===== src/hw/ndw_defs.svh =====
// Purpose: Offsets, field positions, write masks and reset values of the window bank.
// Assumes: Byte offsets inside the bridge control bank, one aligned word per register.
// Notes:   Bits outside a write mask are never stored and therefore read as zero.
`ifndef NDW_DEFS_SVH
`define NDW_DEFS_SVH

`define NDW_OFF_STATUS  12'h000
`define NDW_OFF_TB2     12'h008
`define NDW_OFF_SU2     12'h00C
`define NDW_OFF_TB3     12'h010
`define NDW_OFF_SU3     12'h014

`define NDW_RST_VAL     32'h0000_0000
`define NDW_TB_WMASK    32'hFFFF_F000
`define NDW_SU_WMASK    32'hFFFF_F00A
`define NDW_ST_WMASK    3'h7

`define NDW_SU_ADDR64   1
`define NDW_SU_TYPE_HI  2
`define NDW_SU_PREF     3
`define NDW_SU_SIZE_LO  12
`define NDW_SU_SIZE_HI  30
`define NDW_SU_EN       31

`define NDW_ST_WIN2     0
`define NDW_ST_WIN3     1
`define NDW_ST_MISS     2

`endif


===== src/hw/ndw_pkg.sv =====
// Purpose: Types shared by the downstream window bank and its helpers.
// Assumes: Both bridge ports present requests in the same request format.
// Notes:   A request is one cycle wide; its answer follows one cycle later.
package ndw_pkg;

    typedef struct packed {
        logic        valid;
        logic        io_space;
        logic        write;
        logic [11:0] offset;
        logic [31:0] wdata;
        logic [3:0]  byte_en;
    } ndw_req_type;

    typedef struct packed {
        logic        valid;
        logic [31:0] rdata;
    } ndw_rsp_type;

    typedef struct packed {
        logic        enable;
        logic [18:0] size_mask;
        logic        prefetch;
        logic        addr64;
    } ndw_win_cfg_type;

    typedef struct packed {
        logic        valid;
        logic        win3;
        logic [31:0] addr;
    } ndw_xreq_type;

    typedef struct packed {
        logic        valid;
        logic        hit;
        logic        win3;
        logic [31:0] addr;
    } ndw_xrsp_type;

endpackage


===== src/hw/ndw_win_regs.sv =====
// Purpose: Translated base and setup storage of one downstream window.
// Assumes: Write strobes are already decoded; the secondary write lands after the primary one.
// Notes:   Setup accepts secondary writes only, so a primary strobe is not even wired in.
`timescale 1ns/1ps
`include "ndw_defs.svh"
module ndw_win_regs
    import ndw_pkg::*;
(
    input  wire logic            clk,
    input  wire logic            sys_rst,
    input  wire logic            tb_wr_prim,
    input  wire logic            tb_wr_sec,
    input  wire logic            su_wr_sec,
    input  wire logic [31:0]     prim_wdata,
    input  wire logic [3:0]      prim_be,
    input  wire logic [31:0]     sec_wdata,
    input  wire logic [3:0]      sec_be,
    output logic      [31:0]     tbase,
    output logic      [31:0]     setup,
    output ndw_win_cfg_type      cfg
);

    logic [31:0] next_tbase;
    logic [31:0] next_setup;

    function automatic logic [31:0] merge(input logic [31:0] cur,
                                          input logic [31:0] wd,
                                          input logic [3:0]  be,
                                          input logic        en,
                                          input logic [31:0] wmask);
        logic [31:0] lane;
        lane = 32'h0000_0000;
        for (int i = 0; i < 4; i++) begin
            lane[8*i +: 8] = {8{be[i] & en}};
        end
        return (cur & ~(lane & wmask)) | (wd & lane & wmask);
    endfunction

    // Two writes in one cycle merge byte by byte, the secondary one on top.
    assign next_tbase = merge(merge(tbase, prim_wdata, prim_be, tb_wr_prim, `NDW_TB_WMASK),
                              sec_wdata, sec_be, tb_wr_sec, `NDW_TB_WMASK);
    // Only the secondary side can change setup; bit 0 and bits 11:4 stay zero.
    assign next_setup = merge(setup, sec_wdata, sec_be, su_wr_sec, `NDW_SU_WMASK);

    always_ff @(posedge clk) begin
        if (sys_rst) begin
            tbase <= `NDW_RST_VAL;
            setup <= `NDW_RST_VAL;
        end else begin
            tbase <= next_tbase;
            setup <= next_setup;
        end
    end

    assign cfg.enable    = setup[`NDW_SU_EN];
    assign cfg.size_mask = setup[`NDW_SU_SIZE_HI:`NDW_SU_SIZE_LO];
    assign cfg.prefetch  = setup[`NDW_SU_PREF];
    assign cfg.addr64    = setup[`NDW_SU_ADDR64];

endmodule


===== src/hw/ndw_window_bank.sv =====
// Purpose: Downstream window 2 and 3 register bank of the non-transparent bridge.
// Assumes: Each bridge port hands over at most one request per cycle, in memory or I/O space.
// Notes:   Every request gets an answer on the next cycle; unmapped reads return zero.
//
// Functional notes
// - Memory and I/O requests from both the primary and the secondary port reach the bank.
// - Secondary-writable fields ignore primary writes, take secondary writes, read on both.
// - A write-one-clear bit clears where a one is written and keeps its value elsewhere.
// - Window 2 translated base is bits 31:12, read/write, zero after reset, used as new base.
// - The number of window 2 base bits used follows the size mask in its setup register.
// - Window 3 translated base is bits 31:12, read/write, zero after reset, used as new base.
// - The number of window 3 base bits used follows the size mask in its setup register.
// - Setup bit 0 reads zero for memory space; bit 3 selects prefetchable and resets to 0.
// - Setup bits 2:1 give 00 for a 32-bit and 01 for a 64-bit window, reset to 00.
// - Size mask bits 30:12 set which base bits are writable and so the window size; the code keeps base bits 31:12 writable and applies the mask in translation.
// - Setup bit 31 enables the window when one and disables it when zero, reset to 0.
`timescale 1ns/1ps
`include "ndw_defs.svh"
module ndw_window_bank
    import ndw_pkg::*;
(
    input  wire logic            clk,
    input  wire logic            sys_rst,
    input  wire ndw_req_type     prim_req,
    input  wire ndw_req_type     sec_req,
    output ndw_rsp_type          prim_rsp,
    output ndw_rsp_type          sec_rsp,
    input  wire ndw_xreq_type    dn_req,
    output ndw_xrsp_type         dn_xout,
    output ndw_win_cfg_type      win2_cfg,
    output ndw_win_cfg_type      win3_cfg
);

    localparam logic [11:0] OFF_ST  = `NDW_OFF_STATUS;
    localparam logic [11:0] OFF_TB2 = `NDW_OFF_TB2;
    localparam logic [11:0] OFF_SU2 = `NDW_OFF_SU2;
    localparam logic [11:0] OFF_TB3 = `NDW_OFF_TB3;
    localparam logic [11:0] OFF_SU3 = `NDW_OFF_SU3;
    localparam int          NPORT   = 2;
    localparam int          NWIN    = 2;

    // Port 0 is primary, port 1 is secondary.
    ndw_req_type     req_a   [NPORT];
    logic [4:0]      sel_a   [NPORT];
    logic [31:0]     rd_a    [NPORT];
    ndw_rsp_type     next_rsp[NPORT];
    ndw_rsp_type     rsp_q   [NPORT];
    logic [2:0]      clr_a   [NPORT];
    logic [31:0]     tb_q    [NWIN];
    logic [31:0]     su_q    [NWIN];
    ndw_win_cfg_type cfg_q   [NWIN];
    logic [2:0]      status;
    logic [2:0]      next_status;
    logic [2:0]      st_set;

    assign req_a[0] = prim_req;
    assign req_a[1] = sec_req;

    genvar p;
    generate
        for (p = 0; p < NPORT; p++) begin : g_port
            logic [9:0] word;
            logic       wr;
            // Address space does not matter, memory and I/O decode alike.
            assign word = req_a[p].offset[11:2];
            assign wr   = req_a[p].valid & req_a[p].write;
            assign sel_a[p] = {word == OFF_ST[11:2],  word == OFF_SU3[11:2],
                               word == OFF_TB3[11:2], word == OFF_SU2[11:2],
                               word == OFF_TB2[11:2]} & {5{req_a[p].valid}};
            assign rd_a[p] = sel_a[p][0] ? tb_q[0] :
                             sel_a[p][1] ? su_q[0] :
                             sel_a[p][2] ? tb_q[1] :
                             sel_a[p][3] ? su_q[1] :
                             sel_a[p][4] ? {29'h0000_0000, status} :
                             32'h0000_0000;
            assign clr_a[p] = (wr & sel_a[p][4] & req_a[p].byte_en[0]) ?
                              req_a[p].wdata[2:0] & `NDW_ST_WMASK : 3'h0;
            assign next_rsp[p].valid = req_a[p].valid;
            assign next_rsp[p].rdata = req_a[p].write ? 32'h0000_0000 : rd_a[p];

            always_ff @(posedge clk) begin
                if (sys_rst) begin
                    rsp_q[p] <= '0;
                end else begin
                    rsp_q[p] <= next_rsp[p];
                end
            end

        end
    endgenerate

    genvar w;
    generate
        for (w = 0; w < NWIN; w++) begin : g_win
            ndw_win_regs u_regs (
                .clk        (clk),
                .sys_rst    (sys_rst),
                .tb_wr_prim (sel_a[0][2*w] & req_a[0].write),
                .tb_wr_sec  (sel_a[1][2*w] & req_a[1].write),
                .su_wr_sec  (sel_a[1][2*w+1] & req_a[1].write),
                .prim_wdata (req_a[0].wdata),
                .prim_be    (req_a[0].byte_en),
                .sec_wdata  (req_a[1].wdata),
                .sec_be     (req_a[1].byte_en),
                .tbase      (tb_q[w]),
                .setup      (su_q[w]),
                .cfg        (cfg_q[w])
            );
        end
    endgenerate

    ndw_xlate u_xlate (
        .clk     (clk),
        .sys_rst (sys_rst),
        .xreq    (dn_req),
        .tbase2  (tb_q[0]),
        .tbase3  (tb_q[1]),
        .cfg2    (cfg_q[0]),
        .cfg3    (cfg_q[1]),
        .xrsp    (dn_xout)
    );

    // A translation event landing with a clear keeps its bit; setting wins.
    assign st_set[`NDW_ST_WIN2] = dn_xout.valid & dn_xout.hit & ~dn_xout.win3;
    assign st_set[`NDW_ST_WIN3] = dn_xout.valid & dn_xout.hit & dn_xout.win3;
    assign st_set[`NDW_ST_MISS] = dn_xout.valid & ~dn_xout.hit;
    assign next_status = (status & ~(clr_a[0] | clr_a[1])) | st_set;

    always_ff @(posedge clk) begin
        if (sys_rst) begin
            status <= 3'h0;
        end else begin
            status <= next_status;
        end
    end

    assign prim_rsp = rsp_q[0];
    assign sec_rsp  = rsp_q[1];
    assign win2_cfg = cfg_q[0];
    assign win3_cfg = cfg_q[1];
endmodule


===== src/hw/ndw_xlate.sv =====
// Purpose: Replaces the window-covered address bits with the window's translated base.
// Assumes: The outer decoder has already picked the window that the address falls in.
// Notes:   Bit 31 is taken from the base whenever the window is enabled, so a window covers at most 2 GB.
`timescale 1ns/1ps
module ndw_xlate
    import ndw_pkg::*;
(
    input  wire logic            clk,
    input  wire logic            sys_rst,
    input  wire ndw_xreq_type    xreq,
    input  wire logic [31:0]     tbase2,
    input  wire logic [31:0]     tbase3,
    input  wire ndw_win_cfg_type cfg2,
    input  wire ndw_win_cfg_type cfg3,
    output ndw_xrsp_type         xrsp
);

    ndw_win_cfg_type sel_cfg;
    logic [31:0]     sel_tb;
    logic [31:0]     sel_mask;
    ndw_xrsp_type    next_xrsp;

    assign sel_cfg  = xreq.win3 ? cfg3 : cfg2;
    assign sel_tb   = xreq.win3 ? tbase3 : tbase2;
    assign sel_mask = {1'b1, sel_cfg.size_mask, 12'h000};

    assign next_xrsp.valid = xreq.valid;
    assign next_xrsp.hit   = xreq.valid & sel_cfg.enable;
    assign next_xrsp.win3  = xreq.win3;
    // A disabled window leaves the address alone and reports a miss instead.
    assign next_xrsp.addr  = sel_cfg.enable ? ((xreq.addr & ~sel_mask) | (sel_tb & sel_mask))
                                            : xreq.addr;

    always_ff @(posedge clk) begin
        if (sys_rst) begin
            xrsp <= '0;
        end else begin
            xrsp <= next_xrsp;
        end
    end
endmodule


===== config.mk =====
export PLATFORM = sky130hd
export DESIGN_NAME = ndw_window_bank
export DESIGN_NICKNAME = d
export VERILOG_FILES = /design/src/hw/ndw_pkg.sv /design/src/hw/ndw_win_regs.sv /design/src/hw/ndw_window_bank.sv /design/src/hw/ndw_xlate.sv
export VERILOG_INCLUDE_DIRS = /design/src /design/src/hw
export SDC_FILE = /design/constraint.sdc
export NUM_CORES = 1
export LEC_CHECK = 0
export ABC_AREA = 1
export CORE_AREA = 2 2 127 159
export DETAILED_ROUTE_END_ITERATION = 8
export DIE_AREA = 0 0 129 161
export DONT_BUFFER_PORTS = 1
export GPL_TIMING_DRIVEN = 1
export PLACE_DENSITY_LB_ADDON = 0.08
export SYNTH_ARGS = -nofsm -noshare
export SYNTH_HDL_FRONTEND = slang
export SYNTH_SLANG_ARGS = --single-unit

===== constraint.sdc =====
create_clock -name clk -period 1.4 [get_ports clk]
set_clock_uncertainty 0.1 [all_clocks]
set_input_delay 0.14 -clock clk [delete_from_list [all_inputs] [get_ports clk]]
set_output_delay 0.14 -clock clk [all_outputs]
set_load 0.01 [all_outputs]

==> results.md, run 1 <==
- Failing checks: hold timing, setup timing
- IO buf count: 0
- Placed cell areas: approximately 9600 µm²
- Worst Setup End Kind: flop
- Hold Crit Class: in -> reg
- CTS root buf: clkbuf_16
- Max Cap Violations: 0
- Vias in the first global route: 8522
- Initial core utilization: 44.1%
- Leakage Power: between 5 and 6 nW
- Pwr Total: roughly 11 mW
- Avg Inst Size Synth: 6.67 µm²
- Core Rows: 57
- Switching share of power: between 20% and 30%
- First-pass GRT wire length: 48.0 mm
- Drt initial violations: between 800 and 900
- Cell type with the highest aggregate area in the netlist: dfxtp_1
- YS warnings: 0
- Syn Std Cell Area: 8530 µm²
- Final hold slack: -0.201 ns
- Minimum clock period: 1.43 ns
- First drt pass iteration count: 5
- CTS tree: done
- Clock Tree Buf Depth: 2
- Fin worst setup slack: -0.0266 ns
- Sw Pwr: between 2 and 3 mW
- Final GP Congestion: 0.890
- P&R area growth vs syn: 33.8%
- Total grt overflow: 0
- Post-synth cell types: 33
- Synth top area cells: dfxtp_1 (40%), nor2_1 (10%), nand2_1 (9.6%)
- CTS buffer count: 17
- Peak VDD IR: 0.000906 V
- Asr flop ratio synth: 0%
- Initial antenna violation count: 1
- WL/cell: roughly 18 µm
- Total negative slack: -0.0425 ns
- PwrDens: 929 nW/µm²
- Mapped Cells: around 1300
- Clock Pin Slew Worst Setup and Hold Paths: 0.07 ns
- Vias/cell: about 5.3
- Setup CP Type: reg -> reg
- I/O pin count: roughly 280
- Final setup fails: 3
- DRC: 0
- CP max FO: 4
- DIE AREA: about 21000 µm²
- Slew Limit Fails: 0
- Slew headroom: 46.7%
- Share of layout cells above drive strength 1: ~14%
- Dpl hpwl: 22.3 mm
- Internal power: 8.00 mW
- Final Cycle Share: 102%
- CP startpoint kind: flop
- Status: finished with violations
- Dominant cell by count in the synthesized netlist: nor2_1
- Final hold violation count: 20
- Hold buffers post-CTS: 112
- Largest net degree at the start of global routing: a little over 80
- Post-synth EDFFs: 0
- CP required: ~1.6 ns
- R2R cell count: 6
- Die X-Extent: around 130 µm
- Core area: about 19000 µm²
- Clock Latency Late Sink: about 0.44 ns
- Top post-synthesis cells by count: nor2_1 (235), nand2_1 (217), dfxtp_1 (172), o21ai_0 (144), inv_1 (137)
- Top FF cell, synth: dfxtp_1
- Clock share of power: between 40% and 50%
- Total Wirelength: between 30 and 40 mm
- Finished Core Util: approximately three fifths
- Sequential share of power: around 47%
- Die height: between 150 and 200 µm
- Post-synthesis register bit count: about 170
- GR Util All Layers: 30.4%
- Sequential area share after synthesis: 40.4%
- Slew @ Worst Pin: 0.799 ns
- Logic pwr share: under 10%
- Post-route cell area: 11400 µm²
- DR vias: 9299
- Nets: 1611
- Yosys top cell area share: about two fifths
- CTS H-tree depth: 4
- Achievable Freq: approximately 700 MHz
- WP data arrival: 1.67 ns
- RSZ-0062 raised after global routing: yes
- Antenna viol nets, final: 0
- Hold Path Stages: 2
- CTS Sinks: roughly 170
[layer usage]
metal	share of wire (%)	GRT usage [%]
met4	2.9	10.8
met3	7.7	5.70
met1	41	38.6
met2	48	51.4
met5	0	0
[kinds of logic (layout without fill, tap and decap cells)]
logic type             after synthesis  count (layout)  synth area share, %
flip-flops                         172             172                 40.4
AO/OA/AOI/OAI                      288             288                 17.8
AND/OR/NAND/NOR                    596             596                 30.6
buffers and inverters              222             414                 11.1
other                                1              17               0.0440
[per-stage QoR]
stage | setup slack, ns | std cells
final | -0.0266 | 1752
after global routing | -0.0913 | 1752
after CTS | -0.00928 | 1747
after detailed placement | -0.298 | 1603
after global placement | -0.247 | 1603
after floorplan | -0.00171 | 1294
[what timing repair did]
item / CTS / global route
pin swaps: 0 / 2
endpoints found under the hold margin: 139 / 21
gates cloned: 0 / 1
setup endpoints to repair: 2 / 24
buffers inserted: 0 / 3
resized for setup: 2 / 13
[power by group through the flow]
stage / Combinational [mW] / Clock [mW] / Sequential (mW)
floorplan: 0.381 / 0 / 5.11
global placement: 0.402 / 0 / 5.12
detailed placement: 0.409 / 0 / 5.12
CTS: 0.751 / 4.89 / 5.00
global route: 0.829 / 5.10 / 5.01
finish: 0.769 / 4.83 / 5.00
[layout by cell type, fill, tap and decap left out, types with 2 or more instances in the layout]
master and count:
a21oi_1 89, a311oi_1 16, a311oi_2 3, buf_12 11, buf_4 115, buf_8 2
bufinv_16 2, clkbuf_16 18, clkinv_2 5, clkinv_4 2, clkinvlp_4 2, conb_1 16
dfxtp_1 171, dlygate4sd3_1 108, dlymetal6s4s_1 2, inv_1 134, inv_2 8, inv_6 3
nand2_1 216, nand2_2 2, nand2_4 2, nand3_1 74, nand3_2 4, nand3_4 2
nand3b_1 3, nand4_1 31, nand4_4 2, nor2_1 235, nor2_2 4, nor2_4 11
nor3_1 7, o21ai_0 144, o21ai_1 30
[final timing paths]
kind	from	endpoint	slack [ns]
max	flop	u_xlate.xrsp[12]$_SDFF_PP0_	-0.03
max reg2reg	flop	u_xlate.xrsp[12]$_SDFF_PP0_	-0.03
min reg2reg	status[2]$_SDFF_PP0_	rsp_q[0][2]$_SDFF_PP0_	0.36
min	dn_req[32]	u_xlate.xrsp[31]$_SDFF_PP0_	-0.20
[layout make-up]
cell class                      instances  area (µm²)
Timing Repair Buffer                  240        2260
Multi-Input combinational cell        900        4260
Fill cell                            1846        7920
Inverter                              142         533
Sequential cell                       172        3440
Clock inverter                         14         144
Tap cell                              265         332
Clock buffer                           18         439
Antenna cell                            1        2.50
[critical path, stage by stage (launching register included)]
cell and delay, ns:
dfxtp_2 0.34, inv_2 0.05, o21ai_4 0.25, buf_4 0.16
buf_4 0.13, a21oi_1 0.06, a311oi_1 0.23
No activity file was read; power rests on OpenSTA's default activity.
==> run 2, diff against run 1 <==
--- a/config.mk
+++ b/config.mk
@@ -12,6 +12,7 @@
 export DIE_AREA = 0 0 129 161
 export DONT_BUFFER_PORTS = 1
 export GPL_TIMING_DRIVEN = 1
+export MAX_ROUTING_LAYER = met4
 export PLACE_DENSITY_LB_ADDON = 0.08
 export SYNTH_ARGS = -nofsm -noshare
 export SYNTH_HDL_FRONTEND = slang
==> constraint.sdc (replaced) <==
create_clock -name clk -period 1.15 [get_ports clk]
set_clock_uncertainty 0.1 [all_clocks]
set_input_delay 0.115 -clock clk [delete_from_list [all_inputs] [get_ports clk]]
set_output_delay 0.115 -clock clk [all_outputs]
set_load 0.01 [all_outputs]
==> run 2 against run 1 <==
  * The run still ends with hold timing, setup timing left
  * Via count grew 3.5%
  * Critical path depth is the same
  * Design area grew 9.5%
  * Global-route usage grew 0.96 points
  * Power grew 23%
  * Cell count grew 3.4%
  * Combinational power grew 34%
==> results.md, run 2 (same netlist as run 1, synthesis figures left out) <==
- CTS H-tree depth: 4
- WL/cell: between 15 and 20 µm
- Share of layout cells above drive strength 1: 22.6%
- Fin worst setup slack: -0.241 ns
- IO buf count: 0
- Hold Crit Class: in -> reg
- Setup CP Type: reg -> reg
- Minimum clock period: ~1.4 ns
- Status: finished with violations
- Total grt overflow: 0
- Final setup fails: between 60 and 70
- Pwr Total: between 10 and 15 mW
- Non-Filler Instances: 1812
- Post-route cell area: about 12000 µm²
- Failing checks: hold timing, setup timing
- Max Cap Violations: 0
- Slew @ Worst Pin: 0.764 ns
- DR vias: between 9000 and 10000
- Achievable Freq: ~700 MHz
- Crit Reg-Reg Endpoint: u_xlate.xrsp[27]$_SDFF_PP0_
- Placed cell areas: around 10000 µm²
- P&R area growth vs syn: 46.5%
- R2R cell count: 6
- Initial core utilization: between 40% and 50%
- CP startpoint kind: flop
- Vias in the first global route: 8689
- Leakage Power: about 5.6 nW
- First-pass GRT wire length: around 48 mm
- CP required: between 1 and 1.5 ns
- Total Wirelength: 34.1 mm
- Die X-Extent: around 130 µm
- Largest net degree at the start of global routing: 81
- Core area: approximately 19000 µm²
- First drt pass iteration count: 7
- Peak VDD IR: between 0.0009 and 0.001 V
- Commonest non-fill, non-tap cells in the layout: nor2_1 (215), nand2_1 (201), dfxtp_1 (143), buf_4 (131), inv_1 (128)
- Worst Setup End Kind: flop
- Hold wc startpoint: dn_req[32]
- Worst R2R Setup Slack: -0.24 ns
- Core Rows: 57
- Slew Limit Fails: 0
- Nets: 1672
- WP data arrival: roughly 1.6 ns
- Final hold slack: -0.162 ns
- Final GP Congestion: between 0.9 and 1
- Clock Pin Slew Worst Setup and Hold Paths: ~0.070 ns
- DRC: 0
- Die height: 161 µm
- RSZ-0062 raised after global routing: yes
- CTS Sinks: 172
- WHS Endpoint: u_xlate.xrsp[31]$_SDFF_PP0_
- Dpl hpwl: around 22 mm
- Commonest non-fill, non-tap cell in the layout: nor2_1
- PwrDens: around 1000 nW/µm²
- GR Util All Layers: 31.4%
- Slew headroom: around half
- Antenna viol nets, final: 0
- CTS buffer count: 17
- Initial antenna violation count: 0
- Placed Cells: 1634
- CTS root buf: clkbuf_16
- Hold Path Stages: 2
- Drt initial violations: 880
- CTS tree: done
- Vias/cell: between 5 and 6
- Clock Tree Buf Depth: 2
- DIE AREA: 20800 µm²
- Final Cycle Share: 121%
- Clock Latency Late Sink: between 0.4 and 0.5 ns
- Total negative slack: -8.74 ns
- # fillers: 1752
- Diode count: 0
- CP max FO: 10
- Final hold violation count: 23
- I/O pin count: around 280
run 2: changes by cell type in the layout (fill, tap and decap cells not counted), sizes merged:
cell          previous run  this run
inv                    145       147
nand4                   34        35
clkinv                   7         5
clkbuf                  19        21
dlymetal6s4s             2         7
buf                    129       180
nand3                   80        81
diode                    1         0
clkinvlp                 2         3
run 2: area by class of cell:
type                    instances  area (µm²)  share of cell area [%]
repair buffers                299        2970                    23.7
clock buffers                  17         425                    3.41
multi-input cells             902        4570                    36.6
clock inverters                15         159                    1.27
flip-flops and latches        172        3500                    28.0
inverters                     142         538                    4.31
well taps                     265         332                    2.66
run 2: critical path: stages (launching register included):
cell       delay, ns
dfxtp_2         0.33
inv_2           0.05
o21ai_4         0.20
buf_4           0.17
clkbuf_16       0.16
a21oi_1         0.07
a311oi_1        0.21
run 2: timing repair:
action / in CTS / in global routing
pin swaps: 1 / 32
cloned: 0 / 6
gates resized for setup: 29 / 110
buffers inserted: 12 / 13
setup endpoints to repair: 46 / 150
hold buffers: 113 / 5
hold endpoints to repair: 162 / 44
run 2: routing by layer:
layer  GRT usage [%]  share of wire (%)
met1            38.1                 41
met2            52.2                 50
met3            6.49                7.0
met4            9.68                2.7
met5               -                  0
run 2: worst max-delay path by stage:
stage                      from  slack [ns]                          end
floorplan           sec_req[45]       -0.23                         flop
global placement    sec_req[43]       -0.45                         flop
detailed placement  sec_req[43]       -0.49                         flop
CTS                        flop       -0.17  u_xlate.xrsp[16]$_SDFF_PP0_
global route               flop       -0.27  u_xlate.xrsp[27]$_SDFF_PP0_
finish                     flop       -0.24  u_xlate.xrsp[27]$_SDFF_PP0_
run 2: stage by stage:
| step | worst slack [ns] | util, % |
|---|---|---|
| 2_1_floorplan | -0.225 | - |
| 3_3_place_gp | -0.454 | 51.7 |
| 3_5_place_dp | -0.486 | 51.7 |
| 4_1_cts | -0.172 | 61.6 |
| 5_1_grt | -0.269 | 64.6 |
| 6_report | -0.241 | 64.6 |
run 2: where the power goes:
group | internal (mW) | switching [mW]
clock network | 3.23 | 2.67
logic | 0.493 | 0.541
registers | 6.01 | 0.0646
total | 9.73 | 3.27
